==> config.mk <==
export PLATFORM = sky130hd
export DESIGN_NAME = flash_program_erase_control
export DESIGN_NICKNAME = d
export VERILOG_FILES = /design/src/verilog/flash_pec_pkg.sv /design/src/verilog/flash_op_if.sv /design/src/verilog/flash_key_check.sv /design/src/verilog/flash_op_seq.sv /design/src/verilog/flash_program_erase_control.sv
export SDC_FILE = /design/constraint.sdc
export NUM_CORES = 1
export LEC_CHECK = 0
export BUFFER_PORTS_ARGS = -buffer_cell sky130_fd_sc_hd__clkbuf_2
export CAP_MARGIN = 30
export CORE_AREA = 2 2 273 275
export DETAILED_ROUTE_END_ITERATION = 12
export DIE_AREA = 0 0 275 277
export HOLD_SLACK_MARGIN = 0.15
export PLACE_DENSITY_LB_ADDON = 0.05
export SETUP_SLACK_MARGIN = 0.3
export SLEW_MARGIN = 10
export SYNTH_ARGS = -nofsm -noshare
export SYNTH_HDL_FRONTEND = slang
export SYNTH_SLANG_ARGS = --single-unit
==> constraint.sdc <==
create_clock -name ref_clk_i -period 7.1 [get_ports ref_clk_i]
set_input_delay 0.355 -clock ref_clk_i [delete_from_list [all_inputs] [get_ports ref_clk_i]]
set_output_delay 0.355 -clock ref_clk_i [all_outputs]
set_load 0.005 [all_outputs]
==> src/verilog/flash_pec_pkg.sv <==
`default_nettype none
package flash_pec_pkg;
   // ------------------------------------------------------------
   // Register byte addresses
   // ------------------------------------------------------------
   localparam int unsigned ADDR_W      = 8;
   localparam logic [7:0]  KEY_OFS     = 8'h04;
   localparam logic [7:0]  OPTKEY_OFS  = 8'h08;
   localparam logic [7:0]  STATUS_OFS  = 8'h0c;
   localparam logic [7:0]  CONTROL_OFS = 8'h10;
   localparam logic [7:0]  ADDR_OFS    = 8'h14;
   localparam logic [7:0]  DATA_OFS    = 8'h18;

   localparam logic [31:0] UNLOCK_KEY1 = 32'h45670123;
   localparam logic [31:0] UNLOCK_KEY2 = 32'hcdef89ab;

   // ------------------------------------------------------------
   // Control word fields
   // ------------------------------------------------------------
   localparam int unsigned CTL_STD_PROG   = 0;
   localparam int unsigned CTL_SECTOR     = 1;
   localparam int unsigned CTL_MASS       = 2;
   localparam int unsigned CTL_OPT_PROG   = 4;
   localparam int unsigned CTL_OPT_ERASE  = 5;
   localparam int unsigned CTL_START      = 6;
   localparam int unsigned CTL_LOCK       = 7;
   localparam int unsigned CTL_OPT_WE     = 9;
   localparam int unsigned CTL_FAULT_IE   = 10;
   localparam int unsigned CTL_DONE_IE    = 12;
   localparam int unsigned CTL_FAST_LOCK  = 15;
   localparam int unsigned CTL_FAST_PROG  = 16;
   localparam int unsigned CTL_FAST_ERASE = 17;
   localparam int unsigned CTL_BUF_PUSH   = 18;
   localparam int unsigned CTL_BUF_CLEAR  = 19;
   localparam logic [31:0] CTL_RW_MASK    = 32'h0003_1437;

   // ------------------------------------------------------------
   // Status word fields
   // ------------------------------------------------------------
   localparam int unsigned ST_BUSY       = 0;
   localparam int unsigned ST_PROG_FAULT = 2;
   localparam int unsigned ST_PROT_FAULT = 4;
   localparam int unsigned ST_DONE       = 5;

   localparam int unsigned PAGE_BYTES = 64;
   localparam int unsigned WORD_BYTES = 4;
   localparam int unsigned PAGE_WORDS = PAGE_BYTES / WORD_BYTES;

   typedef enum logic [2:0] {
      OP_NONE, OP_STD_PROG, OP_SECTOR_ERASE, OP_MASS_ERASE,
      OP_OPT_ERASE, OP_OPT_PROG, OP_FAST_PROG, OP_FAST_ERASE
   } flash_op_t;
endpackage
`default_nettype wire

==> src/verilog/flash_op_if.sv <==
`default_nettype none
interface flash_op_if;
   import flash_pec_pkg::*;
   logic      start;
   flash_op_t op;
   logic      busy;
   logic      done;
   logic      prog_fault;
   logic      prot_fault;
   modport ctrl (output start, op, input busy, done, prog_fault, prot_fault);
   modport seq  (input start, op, output busy, done, prog_fault, prot_fault);
endinterface
`default_nettype wire

==> src/verilog/flash_key_check.sv <==
`default_nettype none
module flash_key_check (
   input  wire logic        ref_clk_i,
   input  wire logic        reset_i,
   input  wire logic        key_we_i,
   input  wire logic [31:0] key_i,
   output logic             unlock_o,
   output logic             fail_o
);
   import flash_pec_pkg::*;

   typedef enum logic {KEY_WAIT_FIRST, KEY_WAIT_SECOND} key_state_t;
   key_state_t state_reg;

   wire first_ok  = key_i == UNLOCK_KEY1;
   wire second_ok = key_i == UNLOCK_KEY2;

   always_ff @(posedge ref_clk_i) begin
      unlock_o <= 1'b0;
      fail_o   <= 1'b0;
      if (reset_i) begin
         state_reg <= KEY_WAIT_FIRST;
      end else if (key_we_i) begin
         case (state_reg)
            KEY_WAIT_FIRST: begin
               state_reg <= first_ok ? KEY_WAIT_SECOND : KEY_WAIT_FIRST;
               fail_o    <= !first_ok;
            end
            default: begin
               state_reg <= KEY_WAIT_FIRST;
               unlock_o  <= second_ok;
               fail_o    <= !second_ok;
            end
         endcase
      end
   end
endmodule
`default_nettype wire

==> src/verilog/flash_op_seq.sv <==
`default_nettype none
module flash_op_seq (
   input  wire logic             ref_clk_i,
   input  wire logic             reset_i,
   flash_op_if.seq               op_if,
   input  wire logic             flash_ack_i,
   input  wire logic             flash_prog_err_i,
   input  wire logic             flash_prot_err_i,
   output logic                  flash_req_o,
   output flash_pec_pkg::flash_op_t flash_op_o
);
   import flash_pec_pkg::*;

   typedef enum logic {SEQ_IDLE, SEQ_RUN} seq_state_t;
   seq_state_t state_reg;

   assign op_if.busy = state_reg == SEQ_RUN;

   // Request stays up until the array acknowledges; one op at a time
   always_ff @(posedge ref_clk_i) begin
      op_if.done       <= 1'b0;
      op_if.prog_fault <= 1'b0;
      op_if.prot_fault <= 1'b0;
      if (reset_i) begin
         state_reg   <= SEQ_IDLE;
         flash_req_o <= 1'b0;
         flash_op_o  <= OP_NONE;
      end else begin
         case (state_reg)
            SEQ_IDLE: if (op_if.start) begin
               state_reg   <= SEQ_RUN;
               flash_req_o <= 1'b1;
               flash_op_o  <= op_if.op;
            end
            default: if (flash_ack_i) begin
               state_reg        <= SEQ_IDLE;
               flash_req_o      <= 1'b0;
               flash_op_o       <= OP_NONE;
               op_if.done       <= !(flash_prog_err_i || flash_prot_err_i);
               op_if.prog_fault <= flash_prog_err_i;
               op_if.prot_fault <= flash_prot_err_i;
            end
         endcase
      end
   end

   chk_busy_until_ack:
   assert property (@(posedge ref_clk_i) disable iff (reset_i)
      op_if.busy && !flash_ack_i |=> op_if.busy)
      else $error("busy dropped before the array acknowledged");
endmodule
`default_nettype wire

==> src/verilog/flash_program_erase_control.sv <==
// Overview of operation
// - While the main lock is set, control, address and data writes are ignored; resets set.
// - The main lock bit accepts only writes of one, for re-locking.
// - Only the correct key pair clears the lock; a failed try freezes it.
// - The fast lock bit accepts only writes of one.
// - Writing start launches the chosen erase or fast program; it clears when busy falls.
// - Done interrupt enable routes the end-of-operation flag to the interrupt.
// - Fault interrupt enable routes program or protection faults to the interrupt.
// - Writing zero clears option write enable; writing one does nothing.
// - Fast erase select picks a one page, 64 byte erase.
// - Fast program select picks page programming over word programming.
// - Option erase select picks erasure of the user option area.
// - Option program select picks programming of user option bytes.
// - Mass erase select picks erasure of the whole user area.
// - Sector erase select picks erasure of one 1K sector.
// - Standard program select makes data writes program the array.
// - Busy stays high for the whole operation and falls at its end.
// - Done flag sets on each successful operation; write one clears it.
`default_nettype none
module flash_program_erase_control #(
   parameter int unsigned ADDR_W = flash_pec_pkg::ADDR_W
) (
   input  wire logic                     ref_clk_i,
   input  wire logic                     reset_i,
   input  wire logic [ADDR_W-1:0]        addr_i,
   input  wire logic [31:0]              wr_data_i,
   input  wire logic                     wr_en_i,
   input  wire logic                     rd_en_i,
   output logic      [31:0]              rd_data_o,
   output logic                          irq_o,
   output logic                          flash_req_o,
   output flash_pec_pkg::flash_op_t      flash_op_o,
   output logic      [31:0]              flash_addr_o,
   output logic      [31:0]              flash_wdata_o,
   input  wire logic                     flash_ack_i,
   input  wire logic                     flash_prog_err_i,
   input  wire logic                     flash_prot_err_i,
   input  wire logic [$clog2(flash_pec_pkg::PAGE_WORDS)-1:0] buf_rd_idx_i,
   output logic      [31:0]              buf_rd_data_o
);
   import flash_pec_pkg::*;

   localparam int unsigned        IDX_W    = $clog2(PAGE_WORDS);
   localparam int unsigned        PTR_W    = IDX_W + 1;
   localparam logic [PTR_W-1:0]   PTR_FULL = PTR_W'(PAGE_WORDS);
   localparam logic [ADDR_W-1:0]  A_KEY    = ADDR_W'(KEY_OFS);
   localparam logic [ADDR_W-1:0]  A_OPTKEY = ADDR_W'(OPTKEY_OFS);
   localparam logic [ADDR_W-1:0]  A_STATUS = ADDR_W'(STATUS_OFS);
   localparam logic [ADDR_W-1:0]  A_CTL    = ADDR_W'(CONTROL_OFS);
   localparam logic [ADDR_W-1:0]  A_ADDR   = ADDR_W'(ADDR_OFS);
   localparam logic [ADDR_W-1:0]  A_DATA   = ADDR_W'(DATA_OFS);

   // ------------------------------------------------------------
   // State
   // ------------------------------------------------------------
   logic             lock_reg;
   logic             frozen_reg;
   logic             fast_lock_reg;
   logic             opt_we_reg;
   logic             start_reg;
   logic [31:0]      ctl_rw_reg;
   logic             done_reg;
   logic             prog_fault_reg;
   logic             prot_fault_reg;
   logic [31:0]      addr_reg;
   logic [31:0]      data_reg;
   logic [31:0]      page_buf [PAGE_WORDS];
   logic [PTR_W-1:0] buf_ptr_reg;
   logic             main_unlock;
   logic             main_fail;
   logic             opt_unlock;
   logic [31:0]      status_word;
   logic [31:0]      control_word;
   logic [31:0]      rd_data_next;

   flash_op_if op_if ();

   // ------------------------------------------------------------
   // Address decode
   // ------------------------------------------------------------
   wire wr_key    = wr_en_i && addr_i == A_KEY;
   wire wr_optkey = wr_en_i && addr_i == A_OPTKEY;
   wire wr_status = wr_en_i && addr_i == A_STATUS;
   wire wr_ctl    = wr_en_i && addr_i == A_CTL && !lock_reg;
   wire busy      = op_if.busy;
   wire wr_addr   = wr_en_i && addr_i == A_ADDR && !lock_reg && !busy;
   wire wr_data   = wr_en_i && addr_i == A_DATA && !lock_reg && !busy;

   // A failed try only freezes a locked controller; keys sent while
   // unlocked are simply ignored
   wire unlock_ok = main_unlock && lock_reg && !frozen_reg;
   // Start falls on the acknowledging edge, so it drops in step with busy
   wire op_end    = busy && flash_ack_i;

   // ------------------------------------------------------------
   // Operation selection
   // ------------------------------------------------------------
   wire [31:0] sel = wr_data_i;
   wire erase_pick_opt   = sel[CTL_OPT_ERASE];
   wire erase_pick_mass  = sel[CTL_MASS];
   wire erase_pick_sect  = sel[CTL_SECTOR];
   wire erase_pick_fast  = sel[CTL_FAST_ERASE];
   wire erase_pick_fprog = sel[CTL_FAST_PROG];

   wire flash_op_t start_op = erase_pick_opt   ? OP_OPT_ERASE    :
                              erase_pick_mass  ? OP_MASS_ERASE   :
                              erase_pick_sect  ? OP_SECTOR_ERASE :
                              erase_pick_fast  ? OP_FAST_ERASE   :
                              erase_pick_fprog ? OP_FAST_PROG    : OP_NONE;

   wire fast_op    = start_op == OP_FAST_ERASE || start_op == OP_FAST_PROG;
   wire opt_op     = start_op == OP_OPT_ERASE;
   wire start_cmd  = wr_ctl && sel[CTL_START] && !start_reg && !busy;
   wire refused    = start_op == OP_NONE || (fast_op && fast_lock_reg) ||
                     (opt_op && !opt_we_reg);
   wire launch_st  = start_cmd && !refused;

   // Word programming is triggered by a data write; option bytes need the
   // option write enable to be open
   wire flash_op_t prog_op = (ctl_rw_reg[CTL_OPT_PROG] && opt_we_reg) ?
                             OP_OPT_PROG :
                             ctl_rw_reg[CTL_STD_PROG] ? OP_STD_PROG : OP_NONE;
   wire launch_pg  = wr_data && prog_op != OP_NONE;

   assign op_if.start = launch_st || launch_pg;
   assign op_if.op    = launch_st ? start_op : prog_op;

   // ------------------------------------------------------------
   // Lock bits
   // ------------------------------------------------------------
   always_ff @(posedge ref_clk_i) begin
      if (reset_i) begin
         lock_reg      <= 1'b1;
         frozen_reg    <= 1'b0;
         fast_lock_reg <= 1'b1;
      end else begin
         if (unlock_ok) lock_reg <= 1'b0;
         else if (wr_ctl && sel[CTL_LOCK]) lock_reg <= 1'b1;
         if (main_fail && lock_reg) frozen_reg <= 1'b1;
         if (unlock_ok) fast_lock_reg <= 1'b0;
         else if (wr_ctl && sel[CTL_FAST_LOCK]) fast_lock_reg <= 1'b1;
      end
   end

   // ------------------------------------------------------------
   // Control bits
   // ------------------------------------------------------------
   always_ff @(posedge ref_clk_i) begin
      if (reset_i) begin
         opt_we_reg <= 1'b0;
         start_reg  <= 1'b0;
         ctl_rw_reg <= '0;
      end else begin
         if (opt_unlock && !lock_reg) opt_we_reg <= 1'b1;
         else if (wr_ctl && !sel[CTL_OPT_WE]) opt_we_reg <= 1'b0;
         if (launch_st) start_reg <= 1'b1;
         else if (op_end) start_reg <= 1'b0;
         if (wr_ctl) ctl_rw_reg <= sel & CTL_RW_MASK;
      end
   end

   // ------------------------------------------------------------
   // Status flags, set wins over a same-cycle clear
   // ------------------------------------------------------------
   wire clr_done = wr_status && wr_data_i[ST_DONE];
   wire clr_pf   = wr_status && wr_data_i[ST_PROG_FAULT];
   wire clr_wp   = wr_status && wr_data_i[ST_PROT_FAULT];
   wire set_pf   = op_if.prog_fault || (start_cmd && refused);

   always_ff @(posedge ref_clk_i) begin
      if (reset_i) begin
         done_reg       <= 1'b0;
         prog_fault_reg <= 1'b0;
         prot_fault_reg <= 1'b0;
      end else begin
         done_reg       <= op_if.done || (done_reg && !clr_done);
         prog_fault_reg <= set_pf || (prog_fault_reg && !clr_pf);
         prot_fault_reg <= op_if.prot_fault || (prot_fault_reg && !clr_wp);
      end
   end

   // ------------------------------------------------------------
   // Address, data and page buffer
   // ------------------------------------------------------------
   wire buf_clear = wr_ctl && sel[CTL_BUF_CLEAR];
   wire buf_push  = wr_ctl && sel[CTL_BUF_PUSH] && buf_ptr_reg != PTR_FULL;

   always_ff @(posedge ref_clk_i) begin
      if (reset_i) begin
         addr_reg    <= '0;
         data_reg    <= '0;
         buf_ptr_reg <= '0;
      end else begin
         if (wr_addr) addr_reg <= wr_data_i;
         if (wr_data) data_reg <= wr_data_i;
         if (buf_clear) buf_ptr_reg <= '0;
         else if (buf_push) buf_ptr_reg <= buf_ptr_reg + 1'b1;
      end
   end

   // Buffer words carry no reset; an emptied buffer is marked by the pointer
   always_ff @(posedge ref_clk_i) begin
      if (buf_push) page_buf[buf_ptr_reg[IDX_W-1:0]] <= data_reg;
   end

   // ------------------------------------------------------------
   // Read mux
   // ------------------------------------------------------------
   always_comb begin
      status_word                = '0;
      status_word[ST_BUSY]       = busy;
      status_word[ST_PROG_FAULT] = prog_fault_reg;
      status_word[ST_PROT_FAULT] = prot_fault_reg;
      status_word[ST_DONE]       = done_reg;
      control_word                = ctl_rw_reg;
      control_word[CTL_START]     = start_reg;
      control_word[CTL_LOCK]      = lock_reg;
      control_word[CTL_OPT_WE]    = opt_we_reg;
      control_word[CTL_FAST_LOCK] = fast_lock_reg;
   end

   always_comb begin
      if (addr_i == A_STATUS) rd_data_next = status_word;
      else if (addr_i == A_CTL) rd_data_next = control_word;
      else if (addr_i == A_ADDR) rd_data_next = addr_reg;
      else if (addr_i == A_DATA) rd_data_next = data_reg;
      else rd_data_next = '0;
   end

   // ------------------------------------------------------------
   // Outputs
   // ------------------------------------------------------------
   wire irq_next = (ctl_rw_reg[CTL_DONE_IE] && done_reg) ||
                   (ctl_rw_reg[CTL_FAULT_IE] &&
                    (prog_fault_reg || prot_fault_reg));

   always_ff @(posedge ref_clk_i) begin
      if (reset_i) begin
         rd_data_o     <= '0;
         irq_o         <= 1'b0;
         buf_rd_data_o <= '0;
      end else begin
         rd_data_o     <= rd_en_i ? rd_data_next : '0;
         irq_o         <= irq_next;
         buf_rd_data_o <= page_buf[buf_rd_idx_i];
      end
   end

   assign flash_addr_o  = addr_reg;
   assign flash_wdata_o = data_reg;

   // ------------------------------------------------------------
   // Submodules
   // ------------------------------------------------------------
   flash_key_check main_key (
      .ref_clk_i (ref_clk_i),
      .reset_i   (reset_i),
      .key_we_i  (wr_key),
      .key_i     (wr_data_i),
      .unlock_o  (main_unlock),
      .fail_o    (main_fail)
   );

   flash_key_check option_key (
      .ref_clk_i (ref_clk_i),
      .reset_i   (reset_i),
      .key_we_i  (wr_optkey),
      .key_i     (wr_data_i),
      .unlock_o  (opt_unlock),
      .fail_o    ()
   );

   flash_op_seq sequencer (
      .ref_clk_i        (ref_clk_i),
      .reset_i          (reset_i),
      .op_if            (op_if.seq),
      .flash_ack_i      (flash_ack_i),
      .flash_prog_err_i (flash_prog_err_i),
      .flash_prot_err_i (flash_prot_err_i),
      .flash_req_o      (flash_req_o),
      .flash_op_o       (flash_op_o)
   );

   // ------------------------------------------------------------
   // Checks
   // ------------------------------------------------------------
   chk_locked_ctl_frozen:
   assert property (@(posedge ref_clk_i) disable iff (reset_i)
      lock_reg && wr_en_i && addr_i == A_CTL |=> $stable(ctl_rw_reg))
      else $error("control changed while locked");

   chk_lock_write_one:
   assert property (@(posedge ref_clk_i) disable iff (reset_i)
      lock_reg && !unlock_ok |=> lock_reg)
      else $error("lock cleared without key pair");

   chk_frozen_keeps_lock:
   assert property (@(posedge ref_clk_i) disable iff (reset_i)
      frozen_reg |-> lock_reg)
      else $error("lock opened after failed attempt");

   chk_fast_refused:
   assert property (@(posedge ref_clk_i) disable iff (reset_i)
      start_cmd && fast_op && fast_lock_reg |-> !op_if.start ##1 prog_fault_reg)
      else $error("fast op launched while fast lock set");

   chk_fast_lock_sticky:
   assert property (@(posedge ref_clk_i) disable iff (reset_i)
      fast_lock_reg && !unlock_ok |=> fast_lock_reg)
      else $error("fast lock cleared by a write");

   chk_start_follows_op:
   assert property (@(posedge ref_clk_i) disable iff (reset_i)
      launch_st |=> start_reg && busy)
      else $error("start did not launch an operation");

   chk_start_clear_end:
   assert property (@(posedge ref_clk_i) disable iff (reset_i)
      start_reg ##1 !busy |-> !start_reg)
      else $error("start not cleared when busy fell");

   chk_done_irq:
   assert property (@(posedge ref_clk_i) disable iff (reset_i)
      done_reg && ctl_rw_reg[CTL_DONE_IE] |=> irq_o)
      else $error("done interrupt missing");

   chk_irq_masked:
   assert property (@(posedge ref_clk_i) disable iff (reset_i)
      !ctl_rw_reg[CTL_FAULT_IE] && !(done_reg && ctl_rw_reg[CTL_DONE_IE]) |=> !irq_o)
      else $error("interrupt raised while disabled");

   chk_opt_we_key:
   assert property (@(posedge ref_clk_i) disable iff (reset_i)
      !opt_we_reg ##1 opt_we_reg |-> $past(opt_unlock))
      else $error("option write enable set without key");

   chk_done_flag_set:
   assert property (@(posedge ref_clk_i) disable iff (reset_i)
      op_if.done |=> done_reg)
      else $error("done flag not set");
endmodule
`default_nettype wire

==> metrics.md <==
| Metric | Value |
|---|---|
| Status | `finished, final reports clean` |
| Worst Tran Pin Value | `1.02 ns` |
| Min-Delay Path Class | `in2reg` |
| Drt pass-1 iters | `5` |
| Synth cell count leaders | `512 x edfxtp_1, 173 x nand2_1, 164 x dfxtp_1, 119 x mux4_2, 97 x a21oi_1` |
| Hold buffers post-CTS | `39` |
| Grt ovf | `0` |
| Worst skew pair latency | `0.61 ns` |
| Cell Rows | `100` |
| Tot GR Track Use | `0.190` |
| Total power per unit cell area | `approximately 270 nW/um^2` |
| Initial Util | `0.346` |
| Seq/Total Area, Yosys | `0.733` |
| Sw frac | `0.205` |
| WL final | `roughly 72000 um` |
| Critical Path End Type | `register` |
| Final worst-path cycle share | `0.458` |
| Final Skew | `0.0170 ns` |
| CP Buf/Inv Count | `2` |
| Die area | `76200 um^2` |
| Die Width | `275 um` |
| Type of origin of the critical path | `register` |
| Final ANT Viol Nets | `0` |
| Sequential Power Share | `0.503` |
| Area of the mapped netlist | `about 25000 um^2` |
| Root Driver | `clkbuf_16` |
| Static leakage | `11.5 nW` |
| Maximum fanout along the worst path | `22` |
| Period minus WS final | `3.25 ns` |
| Post-Syn Area per Cell | `16.9 um^2` |
| Post-CTS Setup Inserts | `0` |
| CTS buffer count | `77` |
| Relative slew slack | `0.322` |
| Clock Pin Slew Worst Setup and Hold Paths | `around 0.060 ns` |
| Int Pwr | `between 6 and 7 mW` |
| Slowest stage cell, crit path | `buf_4` |
| Combinational power share | `0.026` |
| Stages on worst setup path | `7` |
| Vias | `14.4k` |
| Setup TNS | `0 ns` |
| Vias in the first global route | `15.1k` |
| Fin Hold WS | `around 0.24 ns` |
| Area Growth Syn to Fin | `20.0%` |
| RSZ-0062 raised after global routing | `false` |
| Critical path class | `reg2reg` |
| Arr. time, crit path | `~3.5 ns` |
| IO Port Bufs | `183` |
| # nets final | `1812` |
| Worst Path Required | `7.34 ns` |
| CTS tree | `done` |
| Max Slew Vio Count | `0` |
| Delay-heaviest family, CP | `simple AND/OR/NAND/NOR gates` |
| Async S/R FF share, synth | `0` |
| Clock power share | `0.471` |
| Yosys top cell by area | `edfxtp_1` |
| Prevailing post-synth register cell | `edfxtp_1` |
| Syn_nets | `between 1.5k and 2k` |
| Max clock buf depth | `3` |
| Via/cell ratio | `5.16` |
| Synth top area share | `0.604` |
| Yosys warning total | `0` |
| Hold Fails Final Rpt | `0` |
| Synth Register Bits | `676` |
| Average wire per standard cell | `25.8 um` |
| Fraction of layout cells with a size suffix above 1 | `0.265` |
| Largest net degree at the start of global routing | `76` |
| Final setup violation count | `0` |
| Worst Hold Depth | `4` |
| GP Congestion | `0.773` |
| Peak supply drop | `0.139 mV` |
| Distinct cells, synth | `61` |
| Power, Total | `8.38 mW` |
| First DRT Iteration DRCs | `906` |
| Ranking of synthesized cells by area | `edfxtp_1 60%, dfxtp_1 13%, mux4_2 11%` |
| Crit path cell chain | `inv_1, ha_1, and4bb_2, nor4_4, nand2_1, nor2_4, buf_4` |
| Max stage delay on crit path | `about 0.57 ns` |
| Ports | `184` |
| Post-route DRC | `0` |
| Largest register FFs | `roughly 510` |
| Max Fclk | `~0.31 GHz` |
| First-pass GRT wire length | `105000 um` |
| Cells after synthesis | `about 1.5k` |
| Most common cell in the netlist | `edfxtp_1` |
| Initial antenna violation count | `0` |
| Number of cells upsized or downsized after cts | `0` |
| Post-synth EDFFs | `between 500 and 600` |
| Clk sinks | `676` |
| Height of the chip | `277 um` |
| R2r worst-path depth | `7` |
| Maxcap violations | `0` |
| Area of the core | `73600 um^2` |
| H-Tree Depth | `3` |
| DP Wirelength | `41700 um` |
| Switching power of the nets | `1.72 mW` |
[layout make-up]
cell class / instances / area, um^2
Antenna cell: 2 / 5.00
Clock buffer: 110 / 2150
Inverter: 11 / 41.3
Sequential cell: 676 / 18700
Clock inverter: 32 / 362
Timing Repair Buffer: 260 / 1660
Multi-Input combinational cell: 731 / 6450
Tap cell: 969 / 1210
Fill cell: 6696 / 43000
[placed cells by master (no fill, tap or decap), drive strengths merged, types with 8 or more instances in the layout]
cell type | netlist | layout
a22oi | 29 | 29
o22ai | 24 | 24
mux2i | 65 | 65
a21oi | 97 | 97
clkinv | 0 | 20
mux4 | 119 | 119
and3 | 11 | 11
inv | 11 | 14
dfxtp | 164 | 164
dlygate4sd3 | 0 | 39
buf | 51 | 41
edfxtp | 512 | 512
nand3 | 13 | 13
nor2 | 64 | 64
nand2 | 173 | 173
clkbuf | 40 | 290
nor4 | 8 | 8
nand4 | 8 | 8
[kinds of logic after synthesis]
group | after synthesis | share of synthesized area
flops | 676 | 0.733
mux | 188 | 0.133
buf+inv | 102 | 0.0182
compound gates | 205 | 0.0514
simple gates | 333 | 0.0624
xor+xnor | 1 | 0.000344
fa+ha+maj | 4 | 0.00197
[metal layers]
metal,wire (um),global-route usage,share of wire
met1,32000,0.257,0.44
met5,0,0,0
met2,35200,0.312,0.49
met3,3590,0.0367,0.050
met4,1230,0.0485,0.017
[worst reg2reg max path, cell delays in order, from the launching register on]
cell and delay [ns]:
dfxtp_1 0.39, inv_1 0.10, ha_1 0.22, and4bb_2 0.29
nor4_4 0.43, nand2_1 0.33, nor2_4 0.52, buf_4 0.58
[per-stage QoR]
| step | util | setup slack [ns] | instance area, um^2 | instances |
|---|---|---|---|---|
| finish | 0.415 | 3.85 | 30500 | 2791 |
| global route | 0.415 | 3.68 | 30500 | 2789 |
| CTS | 0.415 | 3.80 | 30500 | 2788 |
| global placement | 0.375 | 3.56 | 27600 | 2604 |
| detailed placement | 0.375 | 3.50 | 27600 | 2607 |
| floorplan | - | 2.87 | 25500 | 1509 |
[path summary, 6_finish.rpt]
check | from | endpoint | slack (ns)
setup / recovery | buf_ptr_reg[0] | page_buf[8][17] | 3.85
hold / removal | wr_en_i | prot_fault_reg | 0.24
setup reg to reg | buf_ptr_reg[0] | page_buf[8][17] | 3.85
hold reg to reg | sequencer.op_if.done | done_reg | 0.45
[power groups by stage]
stage | combinational [mW] | sequential (mW) | clock, mW
after detailed placement | 0.210 | 4.30 | 0
after global placement | 0.208 | 4.30 | 0
final | 0.222 | 4.21 | 3.95
after global routing | 0.238 | 4.21 | 4.22
after floorplan | 0.116 | 4.30 | 0
after CTS | 0.226 | 4.22 | 4.06
(Power assumes the default switching activity.)
